===== src/inc/gpc_pkg.sv =====
// Shared constants for the GPIO/PWM command port
package gpc_pkg;

  localparam int NPIN = 5;
  localparam int ADDR_W = 8;

  // Command packet fields
  localparam logic [7:0] CMD_SET_PIN = 8'h22;
  localparam logic [7:0] ACK_FLAG    = 8'h40;
  localparam logic [7:0] ERR_FLAG    = 8'hC0;
  localparam logic [7:0] LEN_VALUE   = 8'h02;
  localparam logic [7:0] LEN_CONFIG  = 8'h03;
  localparam logic [7:0] ACK_LEN     = 8'h00;
  localparam logic [7:0] STATE_HIGH  = 8'h64;
  localparam logic [7:0] LAST_PIN    = 8'h04;
  localparam logic [7:0] FDB_MASK    = 8'h0F;
  localparam int         FUNC_BIT    = 3;

  // Drive mode codes
  localparam logic [2:0] DM_FAST_UP_PULL_DN = 3'h0;
  localparam logic [2:0] DM_FAST_BOTH       = 3'h1;
  localparam logic [2:0] DM_HIZ             = 3'h2;
  localparam logic [2:0] DM_PULL_UP_FAST_DN = 3'h3;
  localparam logic [2:0] DM_SLOW_UP_HIZ     = 3'h4;
  localparam logic [2:0] DM_SLOW_BOTH       = 3'h5;
  localparam logic [2:0] DM_RESERVED        = 3'h6;
  localparam logic [2:0] DM_HIZ_SLOW_DN     = 3'h7;

  // Register byte offsets
  localparam logic [ADDR_W-1:0] OFF_HDR   = 8'h00;
  localparam logic [ADDR_W-1:0] OFF_ARGS  = 8'h04;
  localparam logic [ADDR_W-1:0] OFF_ACK   = 8'h08;
  localparam logic [ADDR_W-1:0] OFF_QUERY = 8'h0C;
  localparam logic [ADDR_W-1:0] OFF_BOOT  = 8'h10;
  localparam logic [ADDR_W-1:0] OFF_LEVEL = 8'h14;

  // Field positions
  localparam int BOOT_STORE_BIT = 0;
  localparam int BOOT_LOAD_BIT  = 1;

  // Reset defaults, pin 4 in the top byte
  localparam logic [NPIN*8-1:0] DEF_STATE = 40'h00_00_00_00_00;
  localparam logic [NPIN*8-1:0] DEF_FDB   = 40'h03_02_02_03_02;

  localparam logic [1:0] RESP_OKAY   = 2'h0;
  localparam logic [1:0] RESP_SLVERR = 2'h2;

  // Timing
  localparam int CLK_HZ       = 100_000_000;
  localparam int PWM_HZ       = 100;
  localparam int PWM_STEPS    = 100;
  localparam int SAMPLE_HZ    = 32;
  localparam int PWM_STEP_CYC = CLK_HZ / (PWM_HZ * PWM_STEPS);
  localparam int SAMPLE_CYC   = CLK_HZ / SAMPLE_HZ;

  typedef enum logic [2:0] {
    SEL_HDR, SEL_ARGS, SEL_ACK, SEL_QUERY, SEL_BOOT, SEL_LEVEL, SEL_NONE
  } gpc_sel_type;

endpackage : gpc_pkg


===== src/rtl/gpc_pwm_base.sv =====
// Shared PWM timebase: step counter over one period
`timescale 1ns/10ps
module gpc_pwm_base #(
  parameter int STEP_CYC = gpc_pkg::PWM_STEP_CYC,
  parameter int STEPS    = gpc_pkg::PWM_STEPS
) (
  // Clock and control
  input  wire logic       clk,
  input  wire logic       resetn,
  input  wire logic       ce,
  // Step within the period
  output logic [6:0]      step
);
  localparam int PW = $clog2(STEP_CYC);

  logic [PW-1:0] pre_cnt;
  logic          pre_end;

  assign pre_end = (pre_cnt == PW'(STEP_CYC - 1));

  always_ff @(posedge clk or negedge resetn) begin
    if (!resetn) begin
      pre_cnt <= '0;
    end else if (ce) begin
      pre_cnt <= pre_end ? '0 : pre_cnt + PW'(1);
    end
  end

  always_ff @(posedge clk or negedge resetn) begin
    if (!resetn) begin
      step <= '0;
    end else if (ce && pre_end) begin
      step <= (step == 7'(STEPS - 1)) ? '0 : step + 7'h01;
    end
  end
endmodule : gpc_pwm_base


===== src/rtl/gpc_sampler.sv =====
// Periodic pin sampler with sticky edge flags
`timescale 1ns/10ps
module gpc_sampler #(
  parameter int NPIN     = gpc_pkg::NPIN,
  parameter int TICK_CYC = gpc_pkg::SAMPLE_CYC
) (
  // Clock and control
  input  wire logic            clk,
  input  wire logic            resetn,
  input  wire logic            ce,
  // Pins and flag clear
  input  wire logic [NPIN-1:0] pin_raw,
  input  wire logic [NPIN-1:0] clr,
  // Sampled state
  output logic      [NPIN-1:0] level,
  output logic      [NPIN-1:0] rise,
  output logic      [NPIN-1:0] fall
);
  localparam int CW = $clog2(TICK_CYC);

  logic [NPIN-1:0] sync_a;
  logic [NPIN-1:0] sync_b;
  logic [CW-1:0]   tick_cnt;
  logic            tick;
  logic            primed;
  logic [NPIN-1:0] set_r;
  logic [NPIN-1:0] set_f;

  assign tick  = (tick_cnt == CW'(TICK_CYC - 1));
  assign set_r = (tick && primed) ? (sync_b & ~level) : '0;
  assign set_f = (tick && primed) ? (~sync_b & level) : '0;

  always_ff @(posedge clk or negedge resetn) begin
    if (!resetn) begin
      sync_a <= '0;
      sync_b <= '0;
    end else if (ce) begin
      sync_a <= pin_raw;
      sync_b <= sync_a;
    end
  end

  always_ff @(posedge clk or negedge resetn) begin
    if (!resetn) begin
      tick_cnt <= '0;
    end else if (ce) begin
      tick_cnt <= tick ? '0 : tick_cnt + CW'(1);
    end
  end

  always_ff @(posedge clk or negedge resetn) begin
    if (!resetn) begin
      level  <= '0;
      primed <= 1'b0;
    end else if (ce && tick) begin
      level  <= sync_b;
      primed <= 1'b1;
    end
  end

  always_ff @(posedge clk or negedge resetn) begin
    if (!resetn) begin
      rise <= '0;
      fall <= '0;
    end else if (ce) begin
      rise <= (rise & ~clr) | set_r;
      fall <= (fall & ~clr) | set_f;
    end
  end
endmodule : gpc_sampler


===== src/rtl/gpc_top.sv =====
// GPIO/PWM command port with AXI4-Lite register access
//
// The placing of the registers and the AXI4-Lite register port are this design's own decisions.
`timescale 1ns/10ps
module gpc_top #(
  parameter int PWM_STEP_CYC = gpc_pkg::PWM_STEP_CYC,
  parameter int SAMPLE_CYC   = gpc_pkg::SAMPLE_CYC,
  parameter int NPIN         = gpc_pkg::NPIN
) (
  // Clock, reset, enable
  input  wire logic                      clk,
  input  wire logic                      resetn,
  input  wire logic                      ce,
  // AXI4-Lite write address
  input  wire logic                      s_axi_awvalid,
  output logic                           s_axi_awready,
  input  wire logic [gpc_pkg::ADDR_W-1:0] s_axi_awaddr,
  input  wire logic [2:0]                s_axi_awprot,
  // AXI4-Lite write data
  input  wire logic                      s_axi_wvalid,
  output logic                           s_axi_wready,
  input  wire logic [31:0]               s_axi_wdata,
  input  wire logic [3:0]                s_axi_wstrb,
  // AXI4-Lite write response
  output logic                           s_axi_bvalid,
  input  wire logic                      s_axi_bready,
  output logic [1:0]                     s_axi_bresp,
  // AXI4-Lite read address
  input  wire logic                      s_axi_arvalid,
  output logic                           s_axi_arready,
  input  wire logic [gpc_pkg::ADDR_W-1:0] s_axi_araddr,
  input  wire logic [2:0]                s_axi_arprot,
  // AXI4-Lite read data
  output logic                           s_axi_rvalid,
  input  wire logic                      s_axi_rready,
  output logic [31:0]                    s_axi_rdata,
  output logic [1:0]                     s_axi_rresp,
  // Default-role levels from power and one-wire logic
  input  wire logic [NPIN-1:0]           alt_level,
  // Pins
  input  wire logic [NPIN-1:0]           gpio_in,
  output logic      [NPIN-1:0]           gpio_out,
  output logic      [NPIN-1:0]           gpio_oe_n,
  output logic      [NPIN-1:0]           gpio_pull_up,
  output logic      [NPIN-1:0]           gpio_pull_dn,
  output logic      [NPIN-1:0]           gpio_slow,
  // Sampled levels for default-role logic
  output logic      [NPIN-1:0]           pin_level
);

  // Register select from a byte address
  function automatic gpc_pkg::gpc_sel_type reg_sel(input logic [gpc_pkg::ADDR_W-1:0] a);
    case (a)
      gpc_pkg::OFF_HDR:   reg_sel = gpc_pkg::SEL_HDR;
      gpc_pkg::OFF_ARGS:  reg_sel = gpc_pkg::SEL_ARGS;
      gpc_pkg::OFF_ACK:   reg_sel = gpc_pkg::SEL_ACK;
      gpc_pkg::OFF_QUERY: reg_sel = gpc_pkg::SEL_QUERY;
      gpc_pkg::OFF_BOOT:  reg_sel = gpc_pkg::SEL_BOOT;
      gpc_pkg::OFF_LEVEL: reg_sel = gpc_pkg::SEL_LEVEL;
      default:            reg_sel = gpc_pkg::SEL_NONE;
    endcase
  endfunction : reg_sel

  // Byte-lane merge
  function automatic logic [31:0] merge(input logic [31:0] old, input logic [31:0] d,
                                        input logic [3:0] s);
    merge = old;
    for (int b = 0; b < 4; b++) begin
      if (s[b]) begin
        merge[b*8 +: 8] = d[b*8 +: 8];
      end
    end
  endfunction : merge

  // Drive decode: {drive, value, pull_up, pull_dn, slow}
  function automatic logic [4:0] drive(input logic [2:0] mode, input logic lvl);
    case (mode)
      gpc_pkg::DM_FAST_UP_PULL_DN: drive = lvl ? 5'h18 : 5'h02;
      gpc_pkg::DM_FAST_BOTH:       drive = lvl ? 5'h18 : 5'h10;
      gpc_pkg::DM_HIZ:             drive = 5'h00;
      gpc_pkg::DM_PULL_UP_FAST_DN: drive = lvl ? 5'h04 : 5'h10;
      gpc_pkg::DM_SLOW_UP_HIZ:     drive = lvl ? 5'h19 : 5'h00;
      gpc_pkg::DM_SLOW_BOTH:       drive = lvl ? 5'h19 : 5'h11;
      gpc_pkg::DM_HIZ_SLOW_DN:     drive = lvl ? 5'h00 : 5'h11;
      default:                     drive = 5'h00;
    endcase
  endfunction : drive

  logic                       aw_held;
  logic [gpc_pkg::ADDR_W-1:0] aw_addr;
  logic                       w_held;
  logic [31:0]                w_data;
  logic [3:0]                 w_strb;
  logic                       do_write;
  gpc_pkg::gpc_sel_type       wr_sel;
  gpc_pkg::gpc_sel_type       rd_sel;
  logic                       rd_take;

  logic [15:0]                hdr;
  logic [23:0]                args;
  logic [31:0]                next_hdr;
  logic [31:0]                next_args;
  logic [7:0]                 ack_type;
  logic                       ack_valid;
  logic [31:0]                query;
  logic [NPIN-1:0]            clr;

  logic [7:0]                 pin_state [NPIN];
  logic [7:0]                 pin_fdb   [NPIN];
  logic [7:0]                 boot_state [NPIN];
  logic [7:0]                 boot_fdb   [NPIN];

  logic [6:0]                 step;
  logic [NPIN-1:0]            s_level;
  logic [NPIN-1:0]            s_rise;
  logic [NPIN-1:0]            s_fall;

  logic                       wr_hdr;
  logic                       wr_query;
  logic                       wr_boot;
  logic                       cmd_ok;
  logic [7:0]                 cmd_type;
  logic [7:0]                 cmd_len;
  logic [7:0]                 cmd_pin;
  logic [7:0]                 cmd_state;
  logic [7:0]                 q_pin;

  assign do_write  = aw_held && w_held && !s_axi_bvalid;
  assign wr_sel    = reg_sel(aw_addr);
  assign rd_sel    = reg_sel(s_axi_araddr);
  assign rd_take   = s_axi_arvalid && s_axi_arready;
  assign wr_hdr    = do_write && (wr_sel == gpc_pkg::SEL_HDR);
  assign wr_query  = do_write && (wr_sel == gpc_pkg::SEL_QUERY);
  assign wr_boot   = do_write && (wr_sel == gpc_pkg::SEL_BOOT);
  assign next_hdr  = merge({16'h0000, hdr}, w_data, w_strb);
  assign next_args = merge({8'h00, args}, w_data, w_strb);
  assign cmd_type  = next_hdr[7:0];
  assign cmd_len   = next_hdr[15:8];
  assign cmd_pin   = args[7:0];
  assign cmd_state = args[15:8];
  assign q_pin     = w_data[7:0];

  assign cmd_ok = (cmd_type == gpc_pkg::CMD_SET_PIN)
               && (cmd_len == gpc_pkg::LEN_VALUE || cmd_len == gpc_pkg::LEN_CONFIG)
               && (cmd_pin <= gpc_pkg::LAST_PIN)
               && (cmd_state <= gpc_pkg::STATE_HIGH);

  // Write address and data, either order
  always_ff @(posedge clk or negedge resetn) begin
    if (!resetn) begin
      aw_held       <= 1'b0;
      aw_addr       <= '0;
      s_axi_awready <= 1'b1;
    end else if (ce) begin
      if (s_axi_awvalid && s_axi_awready) begin
        aw_held       <= 1'b1;
        aw_addr       <= s_axi_awaddr;
        s_axi_awready <= 1'b0;
      end else if (do_write) begin
        aw_held <= 1'b0;
      end else if (s_axi_bvalid && s_axi_bready) begin
        s_axi_awready <= 1'b1;
      end
    end
  end

  always_ff @(posedge clk or negedge resetn) begin
    if (!resetn) begin
      w_held       <= 1'b0;
      w_data       <= '0;
      w_strb       <= '0;
      s_axi_wready <= 1'b1;
    end else if (ce) begin
      if (s_axi_wvalid && s_axi_wready) begin
        w_held       <= 1'b1;
        w_data       <= s_axi_wdata;
        w_strb       <= s_axi_wstrb;
        s_axi_wready <= 1'b0;
      end else if (do_write) begin
        w_held <= 1'b0;
      end else if (s_axi_bvalid && s_axi_bready) begin
        s_axi_wready <= 1'b1;
      end
    end
  end

  // Write response
  always_ff @(posedge clk or negedge resetn) begin
    if (!resetn) begin
      s_axi_bvalid <= 1'b0;
      s_axi_bresp  <= gpc_pkg::RESP_OKAY;
    end else if (ce) begin
      if (do_write) begin
        s_axi_bvalid <= 1'b1;
        s_axi_bresp  <= (wr_sel == gpc_pkg::SEL_NONE) ? gpc_pkg::RESP_SLVERR
                                                       : gpc_pkg::RESP_OKAY;
      end else if (s_axi_bready) begin
        s_axi_bvalid <= 1'b0;
      end
    end
  end

  // Packet header and argument holding
  always_ff @(posedge clk or negedge resetn) begin
    if (!resetn) begin
      hdr  <= '0;
      args <= '0;
    end else if (ce && do_write) begin
      if (wr_sel == gpc_pkg::SEL_HDR) begin
        hdr <= next_hdr[15:0];
      end
      if (wr_sel == gpc_pkg::SEL_ARGS) begin
        args <= next_args[23:0];
      end
    end
  end

  // acknowledge, new ack beats read clear
  always_ff @(posedge clk or negedge resetn) begin
    if (!resetn) begin
      ack_type  <= '0;
      ack_valid <= 1'b0;
    end else if (ce) begin
      if (wr_hdr) begin
        ack_type  <= cmd_ok ? (gpc_pkg::ACK_FLAG | cmd_type) : (gpc_pkg::ERR_FLAG | cmd_type);
        ack_valid <= 1'b1;
      end else if (rd_take && rd_sel == gpc_pkg::SEL_ACK) begin
        ack_valid <= 1'b0;
      end
    end
  end

  always_ff @(posedge clk or negedge resetn) begin
    if (!resetn) begin
      for (int i = 0; i < NPIN; i++) begin
        pin_state[i]  <= gpc_pkg::DEF_STATE[i*8 +: 8];
        pin_fdb[i]    <= gpc_pkg::DEF_FDB[i*8 +: 8];
        boot_state[i] <= gpc_pkg::DEF_STATE[i*8 +: 8];
        boot_fdb[i]   <= gpc_pkg::DEF_FDB[i*8 +: 8];
      end
    end else if (ce) begin
      if (wr_hdr && cmd_ok) begin
        pin_state[cmd_pin[2:0]] <= cmd_state;
        if (cmd_len == gpc_pkg::LEN_CONFIG) begin
          pin_fdb[cmd_pin[2:0]] <= args[23:16] & gpc_pkg::FDB_MASK;
        end
      end else if (wr_boot && w_data[gpc_pkg::BOOT_LOAD_BIT]) begin
        for (int i = 0; i < NPIN; i++) begin
          pin_state[i] <= boot_state[i];
          pin_fdb[i]   <= boot_fdb[i];
        end
      end
      if (wr_boot && w_data[gpc_pkg::BOOT_STORE_BIT]) begin
        for (int i = 0; i < NPIN; i++) begin
          boot_state[i] <= pin_state[i];
          boot_fdb[i]   <= pin_fdb[i];
        end
      end
    end
  end

  always_comb begin
    clr = '0;
    if (wr_query && q_pin <= gpc_pkg::LAST_PIN) begin
      clr[q_pin[2:0]] = 1'b1;
    end
  end

  always_ff @(posedge clk or negedge resetn) begin
    if (!resetn) begin
      query <= '0;
    end else if (ce && wr_query) begin
      if (q_pin <= gpc_pkg::LAST_PIN) begin
        query <= {pin_fdb[q_pin[2:0]], pin_state[q_pin[2:0]], 5'h00,
                  s_rise[q_pin[2:0]], s_fall[q_pin[2:0]], s_level[q_pin[2:0]], q_pin};
      end else begin
        query <= {24'h000000, q_pin};
      end
    end
  end

  // Read channel
  always_ff @(posedge clk or negedge resetn) begin
    if (!resetn) begin
      s_axi_arready <= 1'b1;
      s_axi_rvalid  <= 1'b0;
      s_axi_rdata   <= '0;
      s_axi_rresp   <= gpc_pkg::RESP_OKAY;
    end else if (ce) begin
      if (rd_take) begin
        s_axi_arready <= 1'b0;
        s_axi_rvalid  <= 1'b1;
        s_axi_rresp   <= gpc_pkg::RESP_OKAY;
        case (rd_sel)
          gpc_pkg::SEL_HDR:   s_axi_rdata <= {16'h0000, hdr};
          gpc_pkg::SEL_ARGS:  s_axi_rdata <= {8'h00, args};
          gpc_pkg::SEL_ACK:   s_axi_rdata <= {15'h0000, ack_valid, gpc_pkg::ACK_LEN, ack_type};
          gpc_pkg::SEL_QUERY: s_axi_rdata <= query;
          gpc_pkg::SEL_BOOT:  s_axi_rdata <= '0;
          gpc_pkg::SEL_LEVEL: s_axi_rdata <= 32'(s_level);
          default: begin
            s_axi_rdata <= '0;
            s_axi_rresp <= gpc_pkg::RESP_SLVERR;
          end
        endcase
      end else if (s_axi_rvalid && s_axi_rready) begin
        s_axi_rvalid  <= 1'b0;
        s_axi_arready <= 1'b1;
      end
    end
  end

  gpc_pwm_base #(
    .STEP_CYC (PWM_STEP_CYC),
    .STEPS    (gpc_pkg::PWM_STEPS)
  ) u_pwm (
    .clk    (clk),
    .resetn (resetn),
    .ce     (ce),
    .step   (step)
  );

  gpc_sampler #(
    .NPIN     (NPIN),
    .TICK_CYC (SAMPLE_CYC)
  ) u_smp (
    .clk     (clk),
    .resetn  (resetn),
    .ce      (ce),
    .pin_raw (gpio_in),
    .clr     (clr),
    .level   (s_level),
    .rise    (s_rise),
    .fall    (s_fall)
  );

  for (genvar g = 0; g < NPIN; g++) begin : g_pin
    logic       lvl;
    logic [4:0] drv;

    assign lvl = pin_fdb[g][gpc_pkg::FUNC_BIT] ? ({1'b0, step} < pin_state[g]) : alt_level[g];
    assign drv = drive(pin_fdb[g][2:0], lvl);

    always_ff @(posedge clk or negedge resetn) begin
      if (!resetn) begin
        gpio_out[g]     <= 1'b0;
        gpio_oe_n[g]    <= 1'b1;
        gpio_pull_up[g] <= 1'b0;
        gpio_pull_dn[g] <= 1'b0;
        gpio_slow[g]    <= 1'b0;
      end else if (ce) begin
        gpio_oe_n[g]    <= ~drv[4];
        gpio_out[g]     <= drv[3];
        gpio_pull_up[g] <= drv[2];
        gpio_pull_dn[g] <= drv[1];
        gpio_slow[g]    <= drv[0];
      end
    end
  end

  always_ff @(posedge clk or negedge resetn) begin
    if (!resetn) begin
      pin_level <= '0;
    end else if (ce) begin
      pin_level <= s_level;
    end
  end

endmodule : gpc_top


===== config.mk =====
export PLATFORM = sky130hd
export DESIGN_NAME = gpc_top
export DESIGN_NICKNAME = d
export VERILOG_FILES = /design/src/inc/gpc_pkg.sv /design/src/rtl/gpc_pwm_base.sv /design/src/rtl/gpc_sampler.sv /design/src/rtl/gpc_top.sv
export SDC_FILE = /design/constraint.sdc
export NUM_CORES = 1
export LEC_CHECK = 0
export BUFFER_PORTS_ARGS = -buffer_cell sky130_fd_sc_hd__buf_4
export CAP_MARGIN = 25
export CELL_PAD_IN_SITES_DETAIL_PLACEMENT = 0
export CELL_PAD_IN_SITES_GLOBAL_PLACEMENT = 1
export CORE_MARGIN = 3
export CORE_UTILIZATION = 40
export CTS_CLUSTER_DIAMETER = 60
export DETAILED_ROUTE_END_ITERATION = 8
export PLACE_DENSITY_LB_ADDON = 0.1
export SYNTH_ARGS = -nofsm -noshare
export SYNTH_HDL_FRONTEND = slang
export SYNTH_SLANG_ARGS = --single-unit

===== constraint.sdc =====
create_clock -name clk -period 6.18 [get_ports clk]
set_clock_uncertainty 0.05 [all_clocks]
set_input_delay 0.618 -clock clk [delete_from_list [all_inputs] [get_ports clk]]
set_output_delay 0.618 -clock clk [all_outputs]
set_load 0.05 [all_outputs]

; ---- After elaboration in Yosys (flattened, before gate mapping)
; Cells that the tools add are included.
[op_classes]
n_addsub = 3
n_lt_le_gt_ge = 13
n_eq_ne = 53
mux = 93
bitwise = 16
n_reduce_logical = 64
[ops]
columns = operator, n
row1 = $mux 40, 5
row2 = $pmux 32 s5, 1
row3 = $pmux 5 s6, 5
row4 = $mux 5, 23
row5 = $bwmux 40, 2
row6 = $mux 8, 8
row7 = $eq 3x3->1 const B, 19
row8 = $bmux 8 s3, 2
row9 = $lt 7x8->1, 5
row10 = $mux 4, 10
row11 = $pmux 3 s6, 2
row12 = $eq 8x4->1 const B, 4
row13 = $eq 8x5->1 const B, 4
row14 = $mux 32, 1
row15 = $reduce_and 2->1, 13
row16 = $logic_and 1x1->1, 25
row17 = $demux 8 s3, 1
row18 = $eq 3x2->1 const B, 8
row19 = $mux 1, 24
row20 = $add 22x1->22 const B, 1
row21 = $eq 22x22->1 const B, 1
row22 = $mux 22, 1
row23 = $eq 3x1->1 const B, 7
row24 = $logic_not 3->1, 7
row25 = other kinds (30), 63
[word_totals]
ff_bits = 418
inputBits = 76
output_inout_bits = 71
wordCells = 317

; ---- Depth between registers and ports, before layout
[logic_depth]
depth_word = 9
ltp_mapped = 9
ltp_nobuf = 8

; ---- By module
; A second synthesis with hierarchy kept.
[unflattened]
hier_cells = 1791
area_unflattened_um2 = 19513.7
[modules_own_cells]
columns = mod, instances, cells_per_inst, area_each_um2, seq_area_each_um2
row1 = gpc_top, 1, 1476, 16216.8, 8585.7
row2 = gpc_sampler, 1, 203, 2189.6, 1201.2
row3 = gpc_pwm_base, 1, 112, 1107.3, 525.5

; ---- Least setup slack after synthesis
; OpenSTA, ideal clock, no wires.
[synth_timing]
path_type = register to register
start = reg s_axi_bvalid
end = reg pin_fdb[16] (netlist name)
setup_ns = 0.125
arrival_time_ns = 2.174
required_ns = 6.005
setup_slack_ns = 3.832
path_stages_with_launch = 8
path_buffers = 2
synth_period_minus_slack_ns = 2.348
cell_sequence = dfrtp_1 -> nand4b_1 -> nor3_2 -> and4_1 -> buf_2 -> buf_4 -> a21oi_2 -> mux2_2
[synth_via]
elab_chain_cells = 6
elab_cells_between_ends = 10
classes_between = eq/ne (1) / mux (1) / reduce/logical (8)
[synth_rtl]
columns = element, line
row1 = "start, declared", gpc_top.sv:25  ; output logic s_axi_bvalid,
row2 = "start signal, assigned", gpc_top.sv:190  ; s_axi_bvalid <= 1'b0;
row3 = "start signal, assigned", gpc_top.sv:194  ; s_axi_bvalid <= 1'b1;
row4 = "start signal, assigned", gpc_top.sv:198  ; s_axi_bvalid <= 1'b0;
row5 = $logic_not 1->1 *, gpc_top.sv:128  ; assign do_write = aw_held && w_held && !s_axi_bvalid;
row6 = $logic_and 1x1->1 *, gpc_top.sv:128
row7 = $logic_and 1x1->1 (on tied branches), "gpc_top.sv:132, gpc_top.sv:134"
row8 = $logic_and 1x1->1 (on tied branches), "gpc_top.sv:242, gpc_top.sv:247"
row9 = $ne 2x1->1 (no line) or $reduce_bool 2->1 (tied branches), --
row10 = $reduce_and 3->1 (no line), --
row11 = "end signal, assigned by index", gpc_top.sv:237  ; pin_fdb[i] <= gpc_pkg::DEF_FDB[i*8 +: 8];
row12 = "end signal, assigned by index", gpc_top.sv:245  ; pin_fdb[cmd_pin[2:0]] <= args[23:16] & gpc_pkg::FDB_MASK;
row13 = "end signal, assigned by index", gpc_top.sv:250  ; pin_fdb[i] <= boot_fdb[i];
row14 = "end, declared", gpc_top.sv:109  ; logic [7:0] pin_fdb [NPIN];
; Mark *: on every way between the ends. The rest lies on a longest branch, timed or not.
; A chain may end at the register's enable or synchronous reset.

; ---- Worst setup path after layout
[layout_timing]
start = reg args[2]
end = reg pin_state[21] (netlist name)
[layout_via]
elab_chain_cells = 7
elab_cells_between_ends = 14
classes_between = order compare (3) / mux (4) / bitwise (1) / reduce/logical (6)
[layout_rtl]
columns = element, line
row1 = "start, declared", gpc_top.sv:100  ; logic [23:0] args;
row2 = "start signal, assigned", gpc_top.sv:213  ; args <= next_args[23:0];
row3 = $not 3->4 (implied by the code), gpc_top.sv:243  ; pin_state[cmd_pin[2:0]] <= cmd_state;
row4 = $ge 4x4->1 (implied by the code) or $lt 4x1->1 (tied branches), gpc_top.sv:243
row5 = $logic_and 1x1->1 (implied by the code), gpc_top.sv:243
row6 = $mux 8 (implied by the code), gpc_top.sv:243
row7 = $demux 8 s3, gpc_top.sv:243
row8 = $bwmux 40, gpc_top.sv:243
row9 = $mux 40, gpc_top.sv:242  ; if (wr_hdr && cmd_ok) begin
row10 = "end signal, assigned by index", gpc_top.sv:236  ; pin_state[i] <= gpc_pkg::DEF_STATE[i*8 +: 8];
row11 = "end signal, assigned by index", gpc_top.sv:243
row12 = "end signal, assigned by index", gpc_top.sv:249  ; pin_state[i] <= boot_state[i];
row13 = "end, declared", gpc_top.sv:108  ; logic [7:0] pin_state [NPIN];
; Several ways; a longest one is shown, not always the timed one.

==> metrics.md <==
| Metric | Value |
|---|---|
| N_diodes | `0` |
| F_max | `252 MHz` |
| Buffers added on ports | `129` |
| Cell Area, Synth | `19300 sq um` |
| Fill cells | `4366` |
| PD cells | `263 nW/um^2` |
| Sw Share | `22.8%` |
| # rows | `79` |
| First-pass detailed-route iteration total | `5` |
| Initial antenna violation count | `1` |
| ANT nets after route | `0` |
| Multi-input logic area | `8360 sq um` |
| Vias per Instance | `5.42` |
| Post-Synthesis Cells | `1706` |
| Root buffer cell | `clkbuf_16` |
| Cells on worst reg2reg path | `7` |
| Detail Placement HPWL | `34900 um` |
| Netlist cell types | `68` |
| First-pass GRT wire length | `83100 um` |
| Sequential area share after synthesis | `53.5%` |
| DIE HEIGHT | `226 um` |
| R2R Path Start | `args[2]` |
| Async SR Flop Fraction | `100%` |
| Max FO, Critical Path | `33` |
| Startpoint Class | `flip-flop` |
| Switch Pwr | `1.35 mW` |
| Lkg Pwr | `10.7 nW` |
| Failing checks | `negative hold slack` |
| GP Congestion | `0.764` |
| Post-synth EDFFs | `0` |
| VDD IR max | `0.174 mV` |
| Layout net count | `1930` |
| DR vias | `13.4k` |
| Max_cap viols | `0` |
| Reg area | `10300 sq um` |
| Crit path kind | `reg2reg` |
| Critical path arrival | `4390 ps` |
| Layout cells sized above 1 | `25.1%` |
| Die area | `50900 sq um` |
| R2R Setup Slk | `2210 ps` |
| Area Growth Syn to Fin | `16.8%` |
| Max Slew Vio Count | `0` |
| Top FF cell, synth | `dfrtp_1` |
| Top Ports | `147` |
| Share of the synthesized area in the top cell type | `50.5%` |
| Power share of the clock group | `49.3%` |
| Top area cells in the synthesized netlist | `dfrtp_1 50%, mux2_2 9.9%, mux2i_1 4.5%` |
| RSZ-0062 raised after global routing | `false` |
| Status | `finished, violations left` |
| Vias in the first global route | `13.9k` |
| Residual DRC count | `0` |
| Die X | `226 um` |
| Final core utilization | `47.9%` |
| # setup viols final | `0` |
| CTS clk-pin slew, worst paths | `60 ps` |
| Fin crit period | `3970 ps` |
| Post-CTS sizing | `0` |
| CTS sink cnt | `411` |
| Worst skew pair latency | `590 ps` |
| P_int | `4.57 mW` |
| Core area | `47100 sq um` |
| DRT iter0 DRCs | `774` |
| H-tree Lvls | `2` |
| Synth warnings | `0` |
| Yosys reg bits | `411` |
| Max-slew headroom | `32.6%` |
| Combinational share of power | `3.5%` |
| Worst-Margin Slew | `1010 ps` |
| GRT overflow | `0` |
| CTS buffer count | `49` |
| Count leader, synth | `dfrtp_1` |
| Post-Route WL | `52600 um` |
| Worst setup EP type | `flip-flop` |
| CTS tree | `built` |
| Pwr Total | `5.92 mW` |
| Post-CTS setup buffers | `0` |
| GRT Total Usage | `21.1%` |
| Worst Hold Slack | `-12.6 ps` |
| Reg-to-Reg End | `pin_state[21]` |
| Final hold viol count | `1` |
| Routed length per placed instance | `21.3 um` |
| Seq pwr share | `47.2%` |
| Synth area leader | `dfrtp_1` |
| Finished Layout Cells | `2468` |
| Synth Area per Inst | `11.3 sq um` |
| Maximum clock insertion buffer count | `3` |
| Critical path required time | `6610 ps` |
| Inst Count DP | `2376` |
| Largest net degree at the start of global routing | `108` |
| Post-synth top cells | `389 x dfrtp_1, 194 x nand2_1, 170 x mux2_2, 113 x o21ai_0, 87 x mux2i_1` |
| CTS Hold Bufs | `0` |
| Initial Util | `41.0%` |
| Final TNS setup | `0 ps` |
| Hold crit path type | `in2async` |
| Period utilisation layout | `64.2%` |
-- layout by cell type (no fill, tap or decap), types with 6 or more instances in the layout --
cell type	instances
a211oi_1	6
a21o_1	13
a21oi_1	43
a222oi_1	7
a22o_1	31
a22oi_1	19
a2bb2oi_1	7
and2_1	44
and3_1	8
buf_4	152
clkbuf_1	11
clkbuf_16	51
clkinv_2	13
dfrtp_1	388
dfstp_2	22
ha_1	33
inv_1	60
mux2_2	170
mux2i_1	87
nand2_1	194
nand2b_1	23
nand3_1	44
nand4_1	20
nand4b_1	6
nor2_1	45
nor2b_1	13
nor3_1	6
nor4_1	10
nor4b_1	6
o211ai_1	7
o21a_1	7
o21ai_0	113
o22ai_1	22
o2bb2ai_1	48
o31ai_1	8
or3_1	6
xnor2_1	18
xor2_1	15
-- worst max path at each step --
stage                  from            end  slack, ps  cells after the start
3_3_place_gp        args[2]  pin_state[23]       2190                      7
4_1_cts             args[2]  pin_state[21]       2150                      7
6_report            args[2]  pin_state[21]       2210                      7
3_5_place_dp        args[2]  pin_state[21]       2210                      7
5_1_grt             args[2]  pin_state[21]       2020                      7
2_1_floorplan  s_axi_bvalid    pin_fdb[16]       3830                      7
-- final cells by class --
| class | instances | share of cell area (%) |
|---|---|---|
| flip-flops and latches | 411 | 45.8 |
| multi-input cells | 1141 | 37.1 |
| clock buffers | 67 | 6.15 |
| repair buffers | 157 | 5.50 |
| well taps | 607 | 3.37 |
| clock inverters | 24 | 1.08 |
| inverters | 61 | 1.02 |
-- kinds of logic (layout without fill, tap and decap cells) --
group | after synthesis | count (layout) | share of synthesized area [%]
AND/OR/NAND/NOR | 458 | 458 | 12.2
flip-flops | 411 | 411 | 53.5
AO/OA/AOI/OAI | 358 | 358 | 12.9
multiplexers | 257 | 257 | 14.4
buffers and inverters | 155 | 309 | 3.32
adder cells (fa/ha/maj) | 33 | 33 | 2.14
XOR/XNOR | 33 | 33 | 1.50
other | 1 | 2 | 0.0194
-- power by group through the flow --
stage	Sequential (mW)	Combinational, mW	Clock (mW)
after floorplan	2.83	0.101	0
after global placement	2.84	0.211	0
after detailed placement	2.84	0.215	0
after CTS	2.79	0.217	3.00
after global routing	2.80	0.238	3.10
final	2.79	0.209	2.92
-- state kept, by name, indices dropped and copies added (netlist names), 7 cells and up --
name / cells
ack_type: 8
args: 24
aw_addr: 8
boot_fdb: 40
boot_state: 40
hdr: 16
pin_fdb: 40
pin_state: 40
query: 27
s_axi_rdata: 32
u_pwm.pre_cnt: 14
u_pwm.step: 7
u_smp.tick_cnt: 22
w_data: 24
-- critical path: stages (launching register included) --
cell       delay, ps
dfrtp_1          570
nor3b_4          870
inv_2            130
a2111oi_4        510
nand3_4          530
buf_4            560
o21bai_4         410
o2bb2ai_1        170
-- per-stage QoR --
step | setup WS [ps] | area, sq um
2_1_floorplan | 3830 | 19300
3_3_place_gp | 2190 | 20800
3_5_place_dp | 2210 | 20900
4_1_cts | 2150 | 22500
5_1_grt | 2020 | 22500
6_report | 2210 | 22500
-- layer usage --
metal  up-vias  GRT usage [%]  wire (um)
met3        69           3.52       2220
li1       6335              -          -
met1      6727           30.0      25000
met4         0           6.09       1230
met2       243           33.4      24100
met5         -              0          0
Note: power is estimated with default switching activity, not from simulation.
